<file path="config.mk">
export PLATFORM = sky130hd
export DESIGN_NAME = hotswap_oring_sequencer
export DESIGN_NICKNAME = d
export VERILOG_FILES = /design/src/core/hotswap_oring_pkg.sv /design/src/core/hotswap_oring_sequencer.sv /design/src/core/updown_timer.sv
export SDC_FILE = /design/constraint.sdc
export NUM_CORES = 1
export LEC_CHECK = 0
export ABC_AREA = 1
export BUFFER_PORTS_ARGS = -buffer_cell sky130_fd_sc_hd__buf_2
export CAP_MARGIN = 10
export CORE_ASPECT_RATIO = 0.7
export CORE_MARGIN = 10
export CORE_UTILIZATION = 35
export CTS_BUF_LIST = sky130_fd_sc_hd__clkbuf_4
export CTS_CLUSTER_SIZE = 14
export DETAILED_ROUTE_END_ITERATION = 12
export GPL_TIMING_DRIVEN = 1
export PLACE_DENSITY_LB_ADDON = 0.08
export SLEW_MARGIN = 40
export SYNTH_ARGS = -nofsm -noshare
export SYNTH_HDL_FRONTEND = slang
export SYNTH_HIERARCHICAL = 1
export SYNTH_SLANG_ARGS = --single-unit
</file>
<file path="constraint.sdc">
create_clock -name i_clk -period 3.9 [get_ports i_clk]
set_input_delay 0 -clock i_clk [delete_from_list [all_inputs] [get_ports i_clk]]
set_output_delay 0 -clock i_clk [all_outputs]
set_load 0.01 [all_outputs]
</file>
<file path="src/core/hotswap_oring_pkg.sv">
// Shared constants and types of the hot-swap and ORing sequencer
package hotswap_oring_pkg;
   localparam int CLK_MHZ       = 200;
   // Times in microseconds
   localparam int TRIP_PULSE_US = 63;
   localparam int BOOST_UP_US   = 20;
   localparam int BOOST_DN_US   = 15;
   localparam int START_WAIT_US = 1900;
   localparam int PG_ON_US      = 1000;
   localparam int PG_OFF_US     = 8000;
   localparam int PUMP_DOWN_US  = 32000;
   // Cycle counts
   localparam int TRIP_PULSE_CYC = TRIP_PULSE_US * CLK_MHZ;
   localparam int BOOST_UP_CYC   = BOOST_UP_US * CLK_MHZ;
   localparam int BOOST_DN_CYC   = BOOST_DN_US * CLK_MHZ;
   localparam int START_WAIT_CYC = START_WAIT_US * CLK_MHZ;
   localparam int PG_ON_CYC      = PG_ON_US * CLK_MHZ;
   localparam int PG_OFF_CYC     = PG_OFF_US * CLK_MHZ;
   localparam int PUMP_DOWN_CYC  = PUMP_DOWN_US * CLK_MHZ;
   localparam int RETRY_CYCLES   = 64;
   localparam int CNT_W          = 24;
   localparam int RETRY_W        = 7;
   localparam int TIMER_W        = 16;
   localparam int PIN_N          = 15;
   // Reset values
   localparam logic RST_PG      = 1'b0;
   localparam logic RST_FAULT_N = 1'b1;

   typedef enum logic [1:0] {
      OR_PRE = 2'b00,
      OR_OFF = 2'b01,
      OR_ON  = 2'b10
   } oring_state_t;

   typedef enum logic [2:0] {
      HS_WAIT  = 3'b000,
      HS_SURGE = 3'b001,
      HS_REG   = 3'b010,
      HS_FAULT = 3'b011,
      HS_TRIP  = 3'b100,
      HS_LATCH = 3'b101,
      HS_RETRY = 3'b110
   } hs_state_t;

   typedef enum logic [1:0] {
      VAR_LATCH     = 2'b00,
      VAR_RETRY     = 2'b01,
      VAR_IMMEDIATE = 2'b10
   } trip_variant_t;
endpackage : hotswap_oring_pkg

</file>
<file path="src/core/hotswap_oring_sequencer.sv">
// Supervisory sequencer for a hot-swap FET and an ORing FET
// Overview of operation
// (RULE1) Fast trip gives 63 us strong pulldown
// (RULE2) Immediate variant latches; others restart surge
// (RULE3) Latch variant restarts once, then stays off
// (RULE4) Retry variant retries; timer tie sets duty
// (RULE5) Retry cycles surge timer 64 times
// (RULE6) Startup waits 1.9 ms after hot-swap enable
// (RULE7) Hot-swap inhibited while pump not up
// (RULE8) Surge mode regulates; expiry latches or retries
// (RULE9) Regular mode: timers cleared, gate high
// (RULE10) Fault mode runs fault timer
// (RULE11) Latched exits only on enable rising edge or pump down
// (RULE12) Power good sets after 1 ms
// (RULE13) Power good clears after 8 ms
// (RULE14) Fault flag on short, timeout, open, heat
// (RULE15) Fault flag when pump down beyond 32 ms
// (RULE16) Precharge below 3.7 V, leave above 5.5 V
// (RULE17) FET on: 20 us fast pull-up, then weak
// (RULE18) Reverse: 15 us strong pulldown, then weak
// (RULE19) Status shows ORing gate on or off
// (RULE20) Excess supply turns both FETs off
// (RULE21) Either timer at threshold is timeout
// (RULE22) Timers are up/down counters with terminals
`timescale 1ns/1ps
module hotswap_oring_sequencer #(
   parameter int TRIP_CYC      = hotswap_oring_pkg::TRIP_PULSE_CYC,
   parameter int START_CYC     = hotswap_oring_pkg::START_WAIT_CYC,
   parameter int PG_ON_CYC     = hotswap_oring_pkg::PG_ON_CYC,
   parameter int PG_OFF_CYC    = hotswap_oring_pkg::PG_OFF_CYC,
   parameter int PUMP_DOWN_CYC = hotswap_oring_pkg::PUMP_DOWN_CYC
) (
   // Clock and reset
   input  wire logic                               i_clk,
   input  wire logic                               i_rst,
   // Enables and comparator pins
   input  wire logic                               i_hotswap_enable_in,
   input  wire logic                               i_oring_enable_in,
   input  wire logic                               i_pump_above_hi,
   input  wire logic                               i_pump_below_lo,
   input  wire logic                               i_fwd_drop_on,
   input  wire logic                               i_fwd_drop_open,
   input  wire logic                               i_reverse_sense_pos_gt_neg,
   input  wire logic                               i_excess_supply_trip,
   input  wire logic                               i_overtemp_shutdown,
   input  wire logic                               i_current_sense_shorted,
   input  wire logic                               i_vds_low,
   input  wire logic                               i_vds_high,
   input  wire logic                               i_over_current,
   input  wire logic                               i_fast_trip,
   input  wire logic                               i_limiting,
   // Configuration
   input  wire hotswap_oring_pkg::trip_variant_t   i_trip_variant,
   input  wire logic                               i_timers_tied,
   input  wire logic [hotswap_oring_pkg::TIMER_W-1:0] i_surge_term,
   input  wire logic [hotswap_oring_pkg::TIMER_W-1:0] i_fault_term,
   // Hot-swap gate drive
   output logic                                    o_hotswap_gate_regulate,
   output logic                                    o_hotswap_gate_high,
   output logic                                    o_hotswap_gate_strong_pd,
   output logic                                    o_hotswap_gate_pd,
   // ORing gate drive
   output logic                                    o_oring_gate_fast_pu,
   output logic                                    o_oring_gate_weak_pu,
   output logic                                    o_oring_gate_strong_pd,
   output logic                                    o_oring_gate_weak_pd,
   // Flags
   output logic                                    o_oring_on_status,
   output logic                                    o_power_good_out,
   output logic                                    o_fault_n_out
);
   import hotswap_oring_pkg::*;

   logic [PIN_N-1:0]   sync1_ff;
   logic [PIN_N-1:0]   sync2_ff;
   logic               en_hs;
   logic               en_or;
   logic               pump_hi;
   logic               pump_lo;
   logic               fwd_on;
   logic               fwd_open;
   logic               reverse;
   logic               excess;
   logic               overtemp;
   logic               shorted;
   logic               vds_low;
   logic               vds_high;
   logic               over_cur;
   logic               fast_trip;
   logic               limiting;
   oring_state_t       or_state_ff;
   oring_state_t       nxt_or_state;
   hs_state_t          hs_state_ff;
   hs_state_t          nxt_hs_state;
   hs_state_t          fail_state;
   logic [CNT_W-1:0]   start_cnt_ff;
   logic [CNT_W-1:0]   trip_cnt_ff;
   logic [CNT_W-1:0]   boost_cnt_ff;
   logic [CNT_W-1:0]   pg_cnt_ff;
   logic [CNT_W-1:0]   pump_dn_cnt_ff;
   logic [RETRY_W-1:0] retry_cnt_ff;
   logic               retry_up_ff;
   logic               restart_used_ff;
   logic               timeout_ff;
   logic               en_hs_d_ff;
   logic               from_on_ff;
   logic               pg_ff;
   logic               fault_n_ff;
   logic               pump_up;
   logic               hs_rise;
   logic               timeout;
   logic               trip_done;
   logic               surge_exp;
   logic               surge_empty;
   logic               fault_exp;
   logic               fault_empty;
   logic               surge_charge;
   logic               fault_charge;
   logic               surge_clear;
   logic               fault_clear;
   logic               pg_flip;
   logic               pump_dn_long;

   // Every enable and comparator pin is asynchronous to the clock
   always_ff @(posedge i_clk) begin
      if (i_rst) begin
         sync1_ff <= '0;
         sync2_ff <= '0;
      end else begin
         sync1_ff <= {i_hotswap_enable_in, i_oring_enable_in, i_pump_above_hi,
                      i_pump_below_lo, i_fwd_drop_on, i_fwd_drop_open,
                      i_reverse_sense_pos_gt_neg, i_excess_supply_trip,
                      i_overtemp_shutdown, i_current_sense_shorted, i_vds_low,
                      i_vds_high, i_over_current, i_fast_trip, i_limiting};
         sync2_ff <= sync1_ff;
      end
   end

   assign {en_hs, en_or, pump_hi, pump_lo, fwd_on, fwd_open, reverse, excess,
           overtemp, shorted, vds_low, vds_high, over_cur, fast_trip,
           limiting} = sync2_ff;

   assign pump_up   = (or_state_ff != OR_PRE);
   assign hs_rise   = en_hs && !en_hs_d_ff;
   assign timeout   = surge_exp || fault_exp; // RULE21
   assign trip_done = (trip_cnt_ff == CNT_W'(TRIP_CYC - 1));
   assign fail_state = (i_trip_variant == VAR_RETRY) ? HS_RETRY : HS_LATCH;

   // ORing machine
   always_comb begin
      nxt_or_state = or_state_ff;
      if (pump_lo) begin
         nxt_or_state = OR_PRE; // RULE16
      end else begin
         case (or_state_ff)
            OR_PRE: if (pump_hi) nxt_or_state = OR_OFF; // RULE16
            OR_OFF: if (en_or && fwd_on) nxt_or_state = OR_ON; // RULE17
            OR_ON:  if (reverse || !en_or) nxt_or_state = OR_OFF; // RULE18
            default: nxt_or_state = OR_PRE;
         endcase
      end
   end

   always_ff @(posedge i_clk) begin
      if (i_rst) begin
         or_state_ff <= OR_PRE; // RULE16
      end else begin
         or_state_ff <= nxt_or_state;
      end
   end

   // Boost timing restarts on every ORing state change
   always_ff @(posedge i_clk) begin
      if (i_rst || nxt_or_state != or_state_ff) begin
         boost_cnt_ff <= '0;
      end else if (boost_cnt_ff < CNT_W'(BOOST_UP_CYC)) begin
         boost_cnt_ff <= boost_cnt_ff + 1'b1;
      end
   end

   always_ff @(posedge i_clk) begin
      if (i_rst) begin
         from_on_ff <= 1'b0;
      end else if (nxt_or_state != or_state_ff) begin
         from_on_ff <= (or_state_ff == OR_ON);
      end
   end

   // Hot-swap machine
   always_comb begin
      nxt_hs_state = hs_state_ff;
      if (!pump_up) begin
         nxt_hs_state = HS_WAIT; // RULE7
      end else begin
         case (hs_state_ff)
            HS_WAIT: begin
               if (en_hs && start_cnt_ff == CNT_W'(START_CYC - 1)) begin
                  nxt_hs_state = HS_SURGE; // RULE6
               end
            end
            HS_SURGE: begin
               if (!en_hs) nxt_hs_state = HS_WAIT;
               else if (timeout) nxt_hs_state = fail_state; // RULE8
               else if (!limiting && vds_low) nxt_hs_state = HS_REG;
            end
            HS_REG: begin
               if (!en_hs) nxt_hs_state = HS_WAIT;
               else if (fast_trip) nxt_hs_state = HS_TRIP; // RULE1
               else if (over_cur) nxt_hs_state = HS_FAULT; // RULE9
            end
            HS_FAULT: begin
               if (!en_hs) nxt_hs_state = HS_WAIT;
               else if (fast_trip) nxt_hs_state = HS_TRIP;
               else if (timeout) nxt_hs_state = fail_state; // RULE10
               else if (!over_cur) nxt_hs_state = HS_REG; // RULE10
            end
            HS_TRIP: begin
               if (trip_done) begin
                  if (i_trip_variant == VAR_IMMEDIATE) nxt_hs_state = HS_LATCH; // RULE2
                  else if (i_trip_variant == VAR_LATCH && restart_used_ff)
                     nxt_hs_state = HS_LATCH; // RULE3
                  else nxt_hs_state = HS_SURGE; // RULE2
               end
            end
            HS_LATCH: if (hs_rise) nxt_hs_state = HS_SURGE; // RULE11
            HS_RETRY: begin
               if (!en_hs) nxt_hs_state = HS_WAIT;
               else if (retry_cnt_ff == RETRY_W'(RETRY_CYCLES - 1) && !retry_up_ff
                        && surge_empty) nxt_hs_state = HS_SURGE; // RULE5
            end
            default: nxt_hs_state = HS_WAIT;
         endcase
      end
   end

   always_ff @(posedge i_clk) begin
      if (i_rst) begin
         hs_state_ff <= HS_WAIT;
      end else begin
         hs_state_ff <= nxt_hs_state;
      end
   end

   always_ff @(posedge i_clk) begin
      if (i_rst || hs_state_ff != HS_WAIT || !en_hs) begin
         start_cnt_ff <= '0;
      end else if (start_cnt_ff != CNT_W'(START_CYC - 1)) begin
         start_cnt_ff <= start_cnt_ff + 1'b1; // RULE6
      end
   end

   always_ff @(posedge i_clk) begin
      if (i_rst || hs_state_ff != HS_TRIP) begin
         trip_cnt_ff <= '0;
      end else if (!trip_done) begin
         trip_cnt_ff <= trip_cnt_ff + 1'b1; // RULE1
      end
   end

   always_ff @(posedge i_clk) begin
      if (i_rst) begin
         en_hs_d_ff <= 1'b0;
      end else begin
         en_hs_d_ff <= en_hs;
      end
   end

   // Set wins over the enable edge that clears it
   always_ff @(posedge i_clk) begin
      if (i_rst) begin
         restart_used_ff <= 1'b0;
      end else if (hs_state_ff == HS_TRIP && nxt_hs_state == HS_SURGE
                   && i_trip_variant == VAR_LATCH) begin
         restart_used_ff <= 1'b1; // RULE3
      end else if (hs_state_ff == HS_LATCH && hs_rise) begin
         restart_used_ff <= 1'b0;
      end
   end

   always_ff @(posedge i_clk) begin
      if (i_rst) begin
         timeout_ff <= 1'b0;
      end else if ((hs_state_ff == HS_SURGE || (hs_state_ff == HS_FAULT && !fast_trip))
                   && pump_up && en_hs && timeout) begin
         timeout_ff <= 1'b1;
      end else if (hs_rise) begin
         timeout_ff <= 1'b0;
      end
   end

   // Retry: full charge and discharge of the surge timer per cycle
   always_ff @(posedge i_clk) begin
      if (i_rst || hs_state_ff != HS_RETRY) begin
         retry_up_ff  <= 1'b1;
         retry_cnt_ff <= '0;
      end else if (retry_up_ff && surge_exp) begin
         retry_up_ff <= 1'b0; // RULE5
      end else if (!retry_up_ff && surge_empty
                   && retry_cnt_ff != RETRY_W'(RETRY_CYCLES - 1)) begin
         retry_up_ff  <= 1'b1;
         retry_cnt_ff <= retry_cnt_ff + 1'b1; // RULE5
      end
   end

   // Tied timers share one capacitor, so both see the same charge
   always_comb begin
      surge_charge = (hs_state_ff == HS_SURGE && limiting)
                     || (hs_state_ff == HS_RETRY && retry_up_ff); // RULE8
      fault_charge = (hs_state_ff == HS_FAULT); // RULE10
      if (i_timers_tied) begin
         surge_charge = surge_charge || fault_charge; // RULE4
         fault_charge = surge_charge;
      end
      surge_clear = hs_state_ff == HS_REG || hs_state_ff == HS_WAIT
                    || (hs_state_ff == HS_LATCH && hs_rise); // RULE9 RULE11
      fault_clear = surge_clear;
   end

   updown_timer #(.W(TIMER_W)) u_surge_timer (
      .i_clk     (i_clk),
      .i_rst     (i_rst),
      .i_charge  (surge_charge),
      .i_clear   (surge_clear),
      .i_slow    (!i_timers_tied), // RULE4
      .i_term    (i_surge_term),
      .o_expired (surge_exp),
      .o_empty   (surge_empty)
   );

   updown_timer #(.W(TIMER_W)) u_fault_timer (
      .i_clk     (i_clk),
      .i_rst     (i_rst),
      .i_charge  (fault_charge),
      .i_clear   (fault_clear),
      .i_slow    (!i_timers_tied),
      .i_term    (i_fault_term),
      .o_expired (fault_exp),
      .o_empty   (fault_empty)
   );

   // Power good deglitch: count only while the flipping condition holds
   assign pg_flip = pg_ff ? (!en_hs || vds_high || timeout_ff) // RULE13
                          : (en_hs && vds_low); // RULE12

   always_ff @(posedge i_clk) begin
      if (i_rst || !pg_flip) begin
         pg_cnt_ff <= '0;
         pg_ff     <= i_rst ? RST_PG : pg_ff;
      end else if (pg_cnt_ff == CNT_W'((pg_ff ? PG_OFF_CYC : PG_ON_CYC) - 1)) begin
         pg_cnt_ff <= '0;
         pg_ff     <= ~pg_ff; // RULE12 RULE13
      end else begin
         pg_cnt_ff <= pg_cnt_ff + 1'b1;
      end
   end

   always_ff @(posedge i_clk) begin
      if (i_rst || pump_up) begin
         pump_dn_cnt_ff <= '0;
      end else if (!pump_dn_long) begin
         pump_dn_cnt_ff <= pump_dn_cnt_ff + 1'b1; // RULE15
      end
   end

   assign pump_dn_long = (pump_dn_cnt_ff == CNT_W'(PUMP_DOWN_CYC));

   always_ff @(posedge i_clk) begin
      if (i_rst) begin
         fault_n_ff <= RST_FAULT_N;
      end else begin
         fault_n_ff <= !((!en_hs && shorted) || timeout_ff || hs_state_ff == HS_LATCH
                         || (en_or && pump_up && fwd_open) // RULE14
                         || pump_dn_long || overtemp); // RULE15
      end
   end

   // Gate drive, with excess supply overriding every state
   assign o_hotswap_gate_regulate  = hs_state_ff == HS_SURGE && !excess; // RULE8 RULE20
   assign o_hotswap_gate_high      = (hs_state_ff == HS_REG || hs_state_ff == HS_FAULT)
                                     && !excess; // RULE9 RULE20
   assign o_hotswap_gate_strong_pd = hs_state_ff == HS_TRIP; // RULE1
   assign o_hotswap_gate_pd        = !o_hotswap_gate_regulate && !o_hotswap_gate_high;
   assign o_oring_gate_fast_pu     = or_state_ff == OR_ON && !excess
                                     && boost_cnt_ff < CNT_W'(BOOST_UP_CYC); // RULE17
   assign o_oring_gate_weak_pu     = or_state_ff == OR_ON && !excess
                                     && !o_oring_gate_fast_pu; // RULE17
   assign o_oring_gate_strong_pd   = or_state_ff == OR_OFF && from_on_ff
                                     && boost_cnt_ff < CNT_W'(BOOST_DN_CYC); // RULE18
   assign o_oring_gate_weak_pd     = !o_oring_gate_fast_pu && !o_oring_gate_weak_pu
                                     && !o_oring_gate_strong_pd; // RULE18 RULE20
   assign o_oring_on_status        = or_state_ff == OR_ON && !excess; // RULE19
   assign o_power_good_out         = pg_ff;
   assign o_fault_n_out            = fault_n_ff;
endmodule : hotswap_oring_sequencer

</file>
<file path="src/core/updown_timer.sv">
// Up/down counter standing in for a capacitor timer
`timescale 1ns/1ps
module updown_timer #(
   parameter int W = 16
) (
   // Clock and reset
   input  wire logic         i_clk,
   input  wire logic         i_rst,
   // Control
   input  wire logic         i_charge,
   input  wire logic         i_clear,
   input  wire logic         i_slow,
   input  wire logic [W-1:0] i_term,
   // Status
   output logic              o_expired,
   output logic              o_empty
);
   logic [W-1:0] count_ff;
   logic         half_ff;

   always_ff @(posedge i_clk) begin
      if (i_rst) begin
         half_ff <= 1'b0;
      end else begin
         half_ff <= ~half_ff;
      end
   end

   // Slow discharge halves the sink rate, stretching the off time
   always_ff @(posedge i_clk) begin
      if (i_rst || i_clear) begin
         count_ff <= '0;
      end else if (i_charge) begin
         if (count_ff < i_term) begin
            count_ff <= count_ff + 1'b1; // RULE22
         end
      end else if (count_ff != '0 && (!i_slow || half_ff)) begin
         count_ff <= count_ff - 1'b1; // RULE22
      end
   end

   assign o_expired = (count_ff >= i_term);
   assign o_empty   = (count_ff == '0);
endmodule : updown_timer

</file>
==> impl_results.md <==
- Run status: finished clean
- Final period utilization: 0.855
- GR met2 Demand/Resource: 0.208
- DRC viols: 0
- Buf/Inv on CP: 2
- Met1 global-route usage: 0.223
- CTS Sinks: 203
- Total grt overflow: 0
- Critical path destination: restart_used_ff
- Layout cell share with drive strength beyond 1: 0.131
- Delay-heaviest family, CP: simple AND/OR/NAND/NOR gates
- Max-cap violations: 0
- YS warnings: 6
- Via/cell ratio: 4.60
- Area of the multi-input gates: 6960 um^2
- Cts bufs inserted: 55
- Crit end category: flop
- Row cnt: 58
- Avg Cell Area, Syn: 6.63 um^2
- Worst path depth: 17
- Drt first pass iters: 5
- Area growth, synth to finish: 15.0%
- Fin. Hold Viols: 0
- Max incr delay on CP: 560 ps
- Die W: 247 um
- Clock root buffer: clkbuf_4
- GRT busiest layer: met1
- Clock skew: 32.1 ps
- Overall Power: 0.00424 W
- Dpl hpwl: 24500 um
- Number of I/O pins: 63
- Placeable Area: 35800 um^2
- RSZ-0062 raised after global routing: no
- Routed len/inst: 12.6 um
- Tmin final: 3330 ps
- Total wire length: 32300 um
- Initial antenna violation count: 2
- Least-Margin Pin Slew: 704 ps
- R2r setup slk: 570 ps
- Fin. max-slew vios: 0
- Total track usage: 0.148
- R2R Path End: restart_used_ff
- Slew margin rel.: 0.530
- Final Setup Violations: 0
- Required time worst endpoint: 4490 ps
- Pwr per Cell Area: 292 nW/um^2
- Cells along the critical path: ha_1 -> nand2_1 -> nor2_1 -> nand4_1 -> o311ai_0 -> inv_1 -> nand2_1 -> nand2_1 -> nand2_1 -> nand2_1 -> nand2_1 -> nand2_1 -> nand2_1 -> nand2_1 -> nand3_1 -> dlygate4sd3_1 -> o21bai_1
- NumNets Final: 2163
- Syn_nets: 2023
- Finished Core Util: 0.405
- DIE AREA: 44200 um^2
- Skew-Pair Late Insertion Delay: 710 ps
- Reg area: 4070 um^2
- Slowest CP cell: dlygate4sd3_1
- Worst-path fanout max: 4
- CP arrival: 3920 ps
- H-Tree Depth: 2
- Sum Neg Setup Slack: 0 ps
- Max Clock Freq: 300 MHz
- Worst Setup SP: u_surge_timer/count_ff[7]
- Buffer count from post-CTS setup fixing: 0
- R2r worst-path depth: 17
- Pin count of the biggest net entering global routing: 33
- Critical Setup Path Class: reg2reg
- Hold Path Class: in2reg
- Number of global-route vias before repair: 11000
- Mapped Cells: 1902
- Die Ht: 179 um
- Peak supply drop: 0.146 mV
- CTS clk-pin slew, worst paths: 70 ps
- Pleak: 6.75 nW
- CTS Buffer Depth: 3
- CP Launch Type: flop
- Vias: 11800
- Post-Syn Area: 12600 um^2
- Port Buffers: 62
- Final ANT Viol Nets: 0
- Global Route met3 Usage: 0.0280
- Fillers: 3848
- First-pass GRT wire length: 54300 um
- CTS tree: built
- Worst r2r src: u_surge_timer/count_ff[7]
- Initial core utilization: 0.353
- DRT iter0 DRCs: 702
- Cell mode on critical path: nand2_1
- Gp weighted congestion: 0.872
[layer usage]
metal | wire length, um | part of all wire | vias to the layer above
li1 | - | - | 6348
met1 | 18000 | 0.56 | 5207
met2 | 12500 | 0.39 | 173
met3 | 1300 | 0.040 | 46
met4 | 546 | 0.017 | 0
met5 | 0 | 0 | -
[worst min path at each step]
stage,start,endpoint,slack [ps],cells past startpoint
after floorplan,i_rst,u_fault_timer/half_ff,70,1
after global placement,i_excess_supply_trip,sync1_ff[7],210,3
after detailed placement,i_fwd_drop_on,sync1_ff[10],210,3
after CTS,i_hotswap_enable_in,sync1_ff[14],20,4
after global routing,i_hotswap_enable_in,sync1_ff[14],80,4
final,i_hotswap_enable_in,sync1_ff[14],90,4
[sequential cells by signal (all words and copies together) (netlist names), 2 cells and up]
name and cells:
boost_cnt_ff 24, hs_state_ff 3, or_state_ff 2, pg_cnt_ff 24, pump_dn_cnt_ff 24, retry_cnt_ff 7
start_cnt_ff 24, sync1_ff 15, sync2_ff 15, trip_cnt_ff 24, u_fault_timer/count_ff 16, u_surge_timer/count_ff 16
[worst min-delay path, delay by kind of cell]
family / cells / cell delay (ps)
and+or+nand+nor: 1 / 80
buffers and inverters: 3 / 670
[power by group]
group / internal [W] / switching (W)
Clock: 0.00102 / 0.000923
Combinational: 0.0000828 / 0.0000978
Sequential: 0.00210 / 0.0000179
[layout make-up]
class | instances | share of cell area
inverters | 368 | 0.0952
multi-input cells | 1302 | 0.480
flip-flops and latches | 203 | 0.281
well taps | 480 | 0.0414
clock buffers | 82 | 0.0424
clock inverters | 13 | 0.00552
diodes | 1 | 0.000173
repair buffers | 112 | 0.0547
[through the flow]
stage               hold WS (ps)  worst slack [ps]  cell area [um^2]  instances
global route                80.3               168             14500       2561
finish                      93.3               567             14500       2561
floorplan                   72.4               711             12600       1902
detailed placement           214               594             13400       2422
global placement             205               597             13400       2422
CTS                         18.9               579             14500       2560
[layout by cell type, fill, tap and decap left out, types with 24 or more instances in the layout]
master         instances
ha_1                  67
buf_2                 62
nand4_1               53
a21oi_1              134
o21ai_0               51
clkbuf_4              82
nand3_2               24
nor2_1               217
nand3_1              104
xor2_1                28
inv_1                348
dfxtp_1              202
dlygate4sd3_1         43
nor3_1                53
nand2_1              438
[repair_timing]
action,in CTS,in global routing
hold endpoints to repair,32,0
endpoints found under the setup margin,0,0
hold buffers,43,0
gates resized for setup,0,0
(Power assumes the default switching activity.)
